### config.mk
export PLATFORM = sky130hd
export DESIGN_NAME = aptic_ctl
export DESIGN_NICKNAME = d
export VERILOG_FILES = /design/src/design/aptic_pkg.sv /design/src/design/aptic_sync.sv /design/src/design/aptic_ctl.sv
export SDC_FILE = /design/constraint.sdc
export NUM_CORES = 1
export LEC_CHECK = 0
export ABC_AREA = 0
export BUFFER_PORTS_ARGS = -buffer_cell sky130_fd_sc_hd__buf_2
export CORE_ASPECT_RATIO = 0.5
export CORE_UTILIZATION = 45
export DETAILED_ROUTE_END_ITERATION = 16
export PLACE_DENSITY = 0.86
export SETUP_SLACK_MARGIN = 0.15
export SYNTH_ARGS = -nofsm -noshare
export SYNTH_HDL_FRONTEND = slang
export SYNTH_SLANG_ARGS = --single-unit
### constraint.sdc
create_clock -name clk_i -period 2.7 [get_ports clk_i]
set_input_delay 0.27 -clock clk_i [delete_from_list [all_inputs] [get_ports clk_i]]
set_output_delay 0.27 -clock clk_i [all_outputs]
set_load 0.03 [all_outputs]
### src/design/aptic_pkg.sv
// Package for the converter control two block: register map, field layout, reset values.
// Assumes a 32-bit classic Wishbone slave with byte addresses.
package aptic_pkg;

    // Byte offsets of the registers
    localparam logic [7:0] APTIC_OFS_CTL2 = 8'h00;
    localparam logic [7:0] APTIC_OFS_TRIG_SRC = 8'h04;
    localparam logic [7:0] APTIC_OFS_EVT_STAT = 8'h08;
    localparam logic [7:0] APTIC_OFS_EVT_MASK = 8'h0C;
    localparam logic [7:0] APTIC_OFS_CONV_STAT = 8'h10;

    // Layout of converter_control_two, bit 7 down to bit 0
    typedef struct packed {
        logic analog_power_up;
        logic fast_flag_clear;
        logic wait_power_down;
        logic trigger_level_select;
        logic trigger_polarity;
        logic external_trigger_enable;
        logic sequence_irq_enable;
        logic sequence_irq_flag;
    } aptic_ctl_s;

    // Trigger source select: kind bit and channel field
    typedef struct packed {
        logic trigger_source_kind;
        logic [2:0] trigger_channel_select;
    } aptic_src_s;

    // Event status and mask layout
    typedef struct packed {
        logic trigger_event;
        logic sequence_complete_flag;
    } aptic_evt_s;

    localparam aptic_ctl_s APTIC_CTL_RST = 8'h00;
    localparam aptic_src_s APTIC_SRC_RST = 4'h0;
    localparam aptic_evt_s APTIC_EVT_RST = 2'h0;
    localparam logic [1:0] APTIC_DEDICATED_LAST = 2'h3;
    localparam logic [31:0] APTIC_RD_ZERO = 32'h0000_0000;

endpackage : aptic_pkg

### src/design/aptic_sync.sv
// Two flip-flop synchroniser for a bus of asynchronous levels.
// Assumes the inputs are quasi-static relative to clk_i.
`timescale 1ns/1ns
module aptic_sync #(
    parameter int WIDTH = 1
) (
    // Clock and reset
    input wire logic clk_i,
    input wire logic rst_i,
    // Levels
    input wire logic [WIDTH-1:0] async_i,
    output logic [WIDTH-1:0] sync_o
);
    logic [WIDTH-1:0] meta_r;
    logic [WIDTH-1:0] sync_r;

    initial begin
        if (WIDTH < 1) begin
            $error("aptic_sync: WIDTH must be at least 1");
        end
    end

    always_ff @(posedge clk_i) begin
        if (rst_i) begin
            meta_r <= '0;
            sync_r <= '0;
        end else begin
            meta_r <= async_i;
            sync_r <= meta_r;
        end
    end

    assign sync_o = sync_r;

endmodule : aptic_sync

### src/design/aptic_ctl.sv
// Converter control two: power, flag clearing, wait power-down, external trigger, sequence irq.
// Assumes a classic Wishbone master on clk_i; trigger pins are asynchronous.
// How it works
// - Any control write with byte lane 0 selected aborts, never starts, sequence
// - Bit 7 set powers converter up
// - Normal clear: status read, then result read
// - Fast clear: result access clears its flag
// - Bit 5 halts, powers down in wait
// - Halted conversion resumes; its result discarded
// - Bits 4,3 pick edge or level, polarity
// - Bit 2 enables synchronised external trigger
// - Analog trigger channel gets digital buffer
// - Irq requested while enable and flag set
// - Bit 0 reads flag when enabled, else zero
// - Writes to bit 0 have no effect
// - Kind bit plus channel field pick source
`timescale 1ns/1ns
module aptic_ctl
    import aptic_pkg::*;
#(
    parameter int CHANNELS = 8,
    parameter int DEDICATED = 4
) (
    // Clock and reset
    input wire logic clk_i,
    input wire logic rst_i,
    // Wishbone slave
    input wire logic wb_cyc_i,
    input wire logic wb_stb_i,
    input wire logic wb_we_i,
    input wire logic [7:0] wb_adr_i,
    input wire logic [3:0] wb_sel_i,
    input wire logic [31:0] wb_dat_i,
    output logic [31:0] wb_dat_o,
    output logic wb_ack_o,
    // Sequencer status and result accesses
    input wire logic seq_done_i,
    input wire logic [CHANNELS-1:0] conv_done_i,
    input wire logic result_access_i,
    input wire logic [2:0] result_index_i,
    input wire logic wait_mode_i,
    // Analog channels and dedicated trigger pins
    input wire logic [CHANNELS-1:0] analog_level_i,
    input wire logic [DEDICATED-1:0] dedicated_trigger_inputs_i,
    // Converter control
    output logic abort_o,
    output logic converter_on_o,
    output logic conversion_halt_o,
    output logic discard_result_o,
    output logic trigger_o,
    output logic [CHANNELS-1:0] digital_buffer_en_o,
    output logic [CHANNELS-1:0] conversion_complete_flag_o,
    output logic irq_o
);
    initial begin
        if (CHANNELS != 8 || DEDICATED < 1 || DEDICATED > 4) begin
            $error("aptic_ctl: CHANNELS must be 8 and DEDICATED 1 to 4");
        end
    end

    // Register state
    aptic_ctl_s ctl_r, ctl_nxt;
    aptic_src_s src_r, src_nxt;
    aptic_evt_s stat_r, stat_nxt;
    logic trig_mask_r, trig_mask_nxt;
    logic [CHANNELS-1:0] ccf_r, ccf_nxt;
    logic armed_r, armed_nxt;
    logic ack_r, ack_nxt;
    logic [31:0] dat_r, dat_nxt;
    logic abort_r, abort_nxt;
    logic halted_r, halted_nxt;
    logic discard_r, discard_nxt;
    logic trig_prev_r, trig_prev_nxt;
    logic trig_r, trig_nxt;

    // Synchronised trigger candidates
    logic [CHANNELS-1:0] analog_s;
    logic [DEDICATED-1:0] dedicated_s;

    aptic_sync #(.WIDTH(CHANNELS)) u_sync_analog (
        .clk_i(clk_i),
        .rst_i(rst_i),
        .async_i(analog_level_i),
        .sync_o(analog_s)
    );
    aptic_sync #(.WIDTH(DEDICATED)) u_sync_dedicated (
        .clk_i(clk_i),
        .rst_i(rst_i),
        .async_i(dedicated_trigger_inputs_i),
        .sync_o(dedicated_s)
    );

    // Bus decode
    logic req, wr, rd, wr_lane0;
    logic sel_valid, sel_level;
    logic halt;
    logic [CHANNELS-1:0] ccf_clr;

    always_comb begin
        req = wb_cyc_i && wb_stb_i && !ack_r;
        wr = req && wb_we_i;
        rd = req && !wb_we_i;
        wr_lane0 = wr && wb_sel_i[0];
        halt = wait_mode_i && ctl_r.wait_power_down;
        // Trigger source selection, reserved codes select nothing
        sel_valid = 1'b1;
        sel_level = 1'b0;
        if (!src_r.trigger_source_kind) begin
            sel_level = analog_s[src_r.trigger_channel_select];
        end else if (!src_r.trigger_channel_select[2] &&
                     int'(src_r.trigger_channel_select[1:0]) < DEDICATED) begin
            sel_level = dedicated_s[src_r.trigger_channel_select[1:0]];
        end else begin
            sel_valid = 1'b0;
        end
        ccf_clr = '0;
        if (result_access_i && (ctl_r.fast_flag_clear || armed_r)) begin
            ccf_clr[result_index_i] = 1'b1;
        end
    end

    always_comb begin
        ctl_nxt = ctl_r;
        src_nxt = src_r;
        stat_nxt = stat_r;
        trig_mask_nxt = trig_mask_r;
        armed_nxt = armed_r;
        ack_nxt = req;
        dat_nxt = APTIC_RD_ZERO;
        abort_nxt = 1'b0;
        halted_nxt = halt;
        discard_nxt = discard_r;
        trig_prev_nxt = sel_level;
        trig_nxt = 1'b0;

        // Writes
        if (wr_lane0) begin
            case (wb_adr_i)
                APTIC_OFS_CTL2: begin
                    ctl_nxt = aptic_ctl_s'(wb_dat_i[7:0]);
                    ctl_nxt.sequence_irq_flag = 1'b0;
                    abort_nxt = 1'b1;
                end
                APTIC_OFS_TRIG_SRC: begin
                    src_nxt = aptic_src_s'(wb_dat_i[3:0]);
                end
                APTIC_OFS_EVT_STAT: begin
                    stat_nxt = stat_r & ~aptic_evt_s'(wb_dat_i[1:0]);
                end
                APTIC_OFS_EVT_MASK: begin
                    trig_mask_nxt = wb_dat_i[1];
                    ctl_nxt.sequence_irq_enable = wb_dat_i[0];
                end
                default: abort_nxt = 1'b0;
            endcase
        end

        // Reads
        if (rd) begin
            case (wb_adr_i)
                APTIC_OFS_CTL2: begin
                    dat_nxt[7:0] = ctl_r;
                    dat_nxt[0] = ctl_r.sequence_irq_enable && stat_r.sequence_complete_flag;
                end
                APTIC_OFS_TRIG_SRC: dat_nxt[3:0] = src_r;
                APTIC_OFS_EVT_STAT: dat_nxt[1:0] = stat_r;
                APTIC_OFS_EVT_MASK: dat_nxt[1:0] = {trig_mask_r, ctl_r.sequence_irq_enable};
                APTIC_OFS_CONV_STAT: begin
                    dat_nxt[CHANNELS-1:0] = ccf_r;
                    armed_nxt = 1'b1;
                end
                default: dat_nxt = APTIC_RD_ZERO;
            endcase
        end
        if (result_access_i && !ctl_r.fast_flag_clear && armed_r) begin
            armed_nxt = 1'b0;
        end

        // Trigger detection on the synchronised level
        if (ctl_r.external_trigger_enable && ctl_r.analog_power_up && !halt && sel_valid) begin
            if (ctl_r.trigger_level_select) begin
                trig_nxt = (sel_level == ctl_r.trigger_polarity);
            end else if (ctl_r.trigger_polarity) begin
                trig_nxt = sel_level && !trig_prev_r;
            end else begin
                trig_nxt = !sel_level && trig_prev_r;
            end
        end

        // Sticky events, set wins over clear
        if (seq_done_i) begin
            stat_nxt.sequence_complete_flag = 1'b1;
        end
        if (trig_nxt && !trig_r) begin
            stat_nxt.trigger_event = 1'b1;
        end

        // Wait exit resumes; its first result is flagged for discard
        if (halted_r && !halt) begin
            discard_nxt = 1'b1;
        end else if (|conv_done_i) begin
            discard_nxt = 1'b0;
        end
    end

    // Conversion complete flags, set wins over clear
    assign ccf_nxt = (ccf_r & ~ccf_clr) | conv_done_i;

    always_ff @(posedge clk_i) begin
        if (rst_i) begin
            ctl_r <= APTIC_CTL_RST;
            src_r <= APTIC_SRC_RST;
            stat_r <= APTIC_EVT_RST;
            trig_mask_r <= 1'b0;
            ccf_r <= '0;
            armed_r <= 1'b0;
            ack_r <= 1'b0;
            dat_r <= APTIC_RD_ZERO;
            abort_r <= 1'b0;
            halted_r <= 1'b0;
            discard_r <= 1'b0;
            trig_prev_r <= 1'b0;
            trig_r <= 1'b0;
        end else begin
            ctl_r <= ctl_nxt;
            src_r <= src_nxt;
            stat_r <= stat_nxt;
            trig_mask_r <= trig_mask_nxt;
            ccf_r <= ccf_nxt;
            armed_r <= armed_nxt;
            ack_r <= ack_nxt;
            dat_r <= dat_nxt;
            abort_r <= abort_nxt;
            halted_r <= halted_nxt;
            discard_r <= discard_nxt;
            trig_prev_r <= trig_prev_nxt;
            trig_r <= trig_nxt;
        end
    end

    // Outputs
    assign wb_ack_o = ack_r;
    assign wb_dat_o = dat_r;
    assign abort_o = abort_r;
    assign converter_on_o = ctl_r.analog_power_up && !halted_r;
    assign conversion_halt_o = halted_r;
    assign discard_result_o = discard_r;
    assign trigger_o = trig_r;
    assign conversion_complete_flag_o = ccf_r;
    always_comb begin
        digital_buffer_en_o = '0;
        if (ctl_r.external_trigger_enable && !src_r.trigger_source_kind) begin
            digital_buffer_en_o[src_r.trigger_channel_select] = 1'b1;
        end
    end
    assign irq_o = (ctl_r.sequence_irq_enable && stat_r.sequence_complete_flag) ||
                   (trig_mask_r && stat_r.trigger_event);

    // Checks
    property p_abort;
        @(posedge clk_i) disable iff (rst_i)
        (wb_cyc_i && wb_stb_i && wb_we_i && !wb_ack_o && wb_sel_i[0] && wb_adr_i == APTIC_OFS_CTL2)
            |=> abort_o ##1 !abort_o;
    endproperty
    a_abort: assert property (p_abort) else $error("control write did not abort once");

    property p_power;
        @(posedge clk_i) disable iff (rst_i)
        !ctl_r.analog_power_up |-> !converter_on_o;
    endproperty
    a_power: assert property (p_power) else $error("converter on while powered down");

    property p_wait;
        @(posedge clk_i) disable iff (rst_i)
        (wait_mode_i && ctl_r.wait_power_down) |=> conversion_halt_o && !converter_on_o;
    endproperty
    a_wait: assert property (p_wait) else $error("wait power-down not honoured");

    property p_resume;
        @(posedge clk_i) disable iff (rst_i)
        $fell(conversion_halt_o) |-> discard_result_o;
    endproperty
    a_resume: assert property (p_resume) else $error("resume not flagged for discard");

    property p_edge_once;
        @(posedge clk_i) disable iff (rst_i)
        (!ctl_r.trigger_level_select && trigger_o) |=> !trigger_o;
    endproperty
    a_edge_once: assert property (p_edge_once) else $error("edge trigger longer than one cycle");

    property p_buffer;
        @(posedge clk_i) disable iff (rst_i)
        (ctl_r.external_trigger_enable && !src_r.trigger_source_kind)
            |-> digital_buffer_en_o[src_r.trigger_channel_select];
    endproperty
    a_buffer: assert property (p_buffer) else $error("trigger channel buffer off");

    property p_irq;
        @(posedge clk_i) disable iff (rst_i)
        irq_o == ((ctl_r.sequence_irq_enable && stat_r.sequence_complete_flag) ||
                  (trig_mask_r && stat_r.trigger_event));
    endproperty
    a_irq: assert property (p_irq) else $error("irq output wrong");

    property p_flag_read;
        @(posedge clk_i) disable iff (rst_i)
        (rd && wb_adr_i == APTIC_OFS_CTL2)
            |=> wb_ack_o && wb_dat_o[0] == $past(ctl_r.sequence_irq_enable && stat_r.sequence_complete_flag);
    endproperty
    a_flag_read: assert property (p_flag_read) else $error("irq flag readback wrong");

    property p_flag_ro;
        @(posedge clk_i) disable iff (rst_i)
        1'b1 |=> !ctl_r.sequence_irq_flag;
    endproperty
    a_flag_ro: assert property (p_flag_ro) else $error("irq flag bit stored a write");

    property p_fast_clear;
        @(posedge clk_i) disable iff (rst_i)
        (ctl_r.fast_flag_clear && result_access_i && !conv_done_i[result_index_i])
            |=> !conversion_complete_flag_o[$past(result_index_i)];
    endproperty
    a_fast_clear: assert property (p_fast_clear) else $error("fast clear missed");

    property p_normal_hold;
        @(posedge clk_i) disable iff (rst_i)
        (!ctl_r.fast_flag_clear && !armed_r && conversion_complete_flag_o[result_index_i] && result_access_i)
            |=> conversion_complete_flag_o[$past(result_index_i)];
    endproperty
    a_normal_hold: assert property (p_normal_hold) else $error("flag cleared without status read");

endmodule : aptic_ctl

==> key figures <==
Setup path
  – R2r endpoint: stat_r[1]
  – Crit path capture: stat_r[1]
  – Worst setup SP type: flop
  – Reg2Reg Depth: 5
  – Reg2reg start: src_r[0]
  – Worst setup EP type: flop
  – CP startpoint: src_r[0]
  – Setup slack, reg-to-reg: 0.41 ns
  – WS Path Type: reg2reg
  – CP Cell Sequence: mux4_1 > and3b_1 > a31oi_2 > mux2_4 > o31ai_2
  – Critical-path top delay cell: mux4_1
  – Crit path DAT: 2.51 ns
  – Max FO, Critical Path: 10
  – Max stage delay on crit path: 0.62 ns
  – Req. time, crit path: 2.92 ns

Layout
  – Diodes inserted: 0
  – Finished Cell Area: 3250 µm²
  – Nets@finish: 431
  – Share of layout cells above drive strength 1: 29.2%
  – P&R area growth vs syn: 23.2%

Power
  – Comb pwr share: 8.3%
  – Clock power frac: 48.2%
  – Pwr dens: 666 nW/µm²
  – Peak VDD IR: 0.357 mV
  – Leakage: 1.51 nW
  – Sw Share: 22.5%
  – NetSw: 0.487 mW
  – Internal cell power: 1.68 mW
  – Sequential power share: 43.5%

Placement
  – Placement Cell Area: 2970 µm²
  – Worst slack at placement: 0.447 ns
  – PortBufs: 78
  – GP Congestion: 0.772
  – Post-DP HPWL: 3800 µm

Floorplanning
  – Die area: 6190 µm²
  – Core area: 5560 µm²
  – Cell row count: 19
  – Die Wd: 110 µm
  – # IOs: 130
  – Initial Util: 47.4%
  – Die Y: 56.1 µm

Drt
  – Remaining DRCs: 0
  – Via Count: 2055
  – ANT nets after route: 0
  – Final WL: 5270 µm
  – Drt pass-1 iters: 4
  – Avg Vias per Cell: 4.75
  – Routed wire per std cell: 12.2 µm
  – Starting DRT DRC Count: 76

Global route
  – GRT overflow: 0
  – First-pass GRT wire length: 8320 µm
  – Total GRT Usage: 18.4%
  – Initial antenna violation count: 0
  – Pin count of the biggest net entering global routing: 55
  – Vias in the first global route: 1827

Logic synthesis
  – Most frequent cell after synthesis: dfxtp_1
  – Commonest cells in the netlist: dfxtp_1, nor2_1, nor2b_1
  – Synth top area share: 46.3%
  – YS warnings: 0
  – Cell Area, Synth: 2640 µm²
  – Post-synthesis sequential area ratio: 46.3%
  – Cells after Synth: 280
  – Netlist cell types: 44
  – Async S/R FF share, synth: 0%
  – Post-synthesis average cell area: 9.42 µm²
  – Area contributors post-synth: dfxtp_1, mux2i_1, buf_4
  – Register bit total from synthesis: 61
  – Dominant cell type by area after synthesis: dfxtp_1
  – Number of synthesized flops with an enable pin: 0
  – Top_reg_cell synth: dfxtp_1

STA
  – Period utilisation layout: 84.8%
  – Peak Freq: 437 MHz
  – Slew Viols, Final: 0
  – Setup TNS: 0 ns
  – Worst slew pin tran: 0.946 ns
  – Relative slew slack: 36.9%
  – Tmin final: 2.29 ns
  – Setup Viol. Count Final: 0
  – Final hold violations: 0
  – RSZ-0062 raised after global routing: false
  – Hold WS: 0.156 ns
  – Clock Skew: 0.00530 ns
  – Final worst slack: 0.410 ns

Clocking
  – CTS H-tree lvls: 3
  – Clk buf depth: 2
  – Num CTS Buffers: 9
  – # Post-CTS Setup Buffers: 0
  – CTS Sinks: 61
  – Skew-Pair Late Insertion Delay: 0.32 ns
  – Root Driver: clkbuf_16
  – CTS clk-pin slew, worst paths: 0.05 ns
  – Hold buffer count at cts: 0
  – Post_cts resized: 0
  – CTS tree: done

Status
  – Status: finished clean

Flow run
  – MaxCap Viol Count: 0

Worst hold path
  – Hold Path Class: in2reg
cells in the final DEF (no fill, tap or decap), types with 2 or more instances in the layout:
cell       synthesis  routed
mux4_1             2       2
nor2b_1           26      26
nand3b_1           6       6
clkbuf_1           9       2
a21oi_1           16      16
nand2_1           12      12
clkbuf_8           0       3
nor4_1             3       3
inv_1              4       4
clkbuf_16          0       9
or3b_2             3       3
nor2_1            48      48
nand4_1            4       4
buf_2              0      78
nand2b_1           3       3
nor3_1             2       2
mux2i_1           20      20
o21ai_0            5       5
nand3_1            5       5
conb_1             1      24
dfxtp_1           61      61
stage by stage:
step	cells	util (%)	total power [mW]
6_report	433	58.4	2.16
5_1_grt	433	58.4	2.25
4_1_cts	433	58.4	2.18
3_5_place_dp	418	53.4	1.14
3_3_place_gp	418	53.4	1.13
2_1_floorplan	303	-	1.10
power groups by stage:
stage               combinational (mW)  sequential [mW]  clock, mW
finish                           0.179            0.941       1.04
global route                     0.195            0.942       1.11
CTS                              0.179            0.941       1.06
detailed placement               0.179            0.959          0
global placement                 0.176            0.958          0
floorplan                        0.129            0.974          0
per-layer routing:
layer / track usage (%) / wire [µm]
met1: 21.2 / 2210
met2: 29.1 / 2570
met3: 7.96 / 366
met4: 9.02 / 133
met5: 0 / 0
how the worst min path moves through the flow:
stage | start | to | slack, ns | depth (start not counted)
after global routing | dedicated_trigger_inputs_i[2] | u_sync_dedicated.meta_r[2] | 0.16 | 2
after global placement | u_sync_analog.meta_r[3] | u_sync_analog.sync_o[3] | 0.42 | 1
final | dedicated_trigger_inputs_i[2] | u_sync_dedicated.meta_r[2] | 0.16 | 2
after detailed placement | u_sync_dedicated.meta_r[1] | u_sync_dedicated.sync_o[1] | 0.42 | 1
after floorplan | conv_done_i[0] | conversion_complete_flag_o[0] | 0.39 | 2
after CTS | analog_level_i[2] | u_sync_analog.meta_r[2] | 0.15 | 2
worst max-delay path: cells and delay by family, from the launching register on:
family | cells | cell delay (ns)
simple gates | 1 | 0.21
mux | 2 | 0.96
compound gates | 2 | 0.44
flops | 1 | 0.58
layout make-up:
cell class,count,area [µm²]
tap,73,91.3
fill,491,2320
multi-input combinational,202,1250
timing repair buffer,78,390
clock buffer,14,274
clock inverter,1,5.00
sequential,61,1220
inverter,4,15.0
kinds of logic after synthesis:
family	synth area share, %
compound gates	7.07
xor+xnor	0.332
buf+inv	9.54
flops	46.3
mux	11.0
other cells	0.142
simple gates	25.6
registers in the layout, indices dropped and copies added (netlist names):
register,count
trigger_o,1
u_sync_dedicated.meta_r,4
trig_prev_r,1
wb_dat_o,8
ctl_r,7
abort_o,1
armed_r,1
discard_result_o,1
wb_ack_o,1
u_sync_analog.sync_o,8
u_sync_dedicated.sync_o,4
u_sync_analog.meta_r,8
src_r,4
conversion_halt_o,1
trig_mask_r,1
conversion_complete_flag_o,8
stat_r,2
Power figures use the tool's default switching activity.
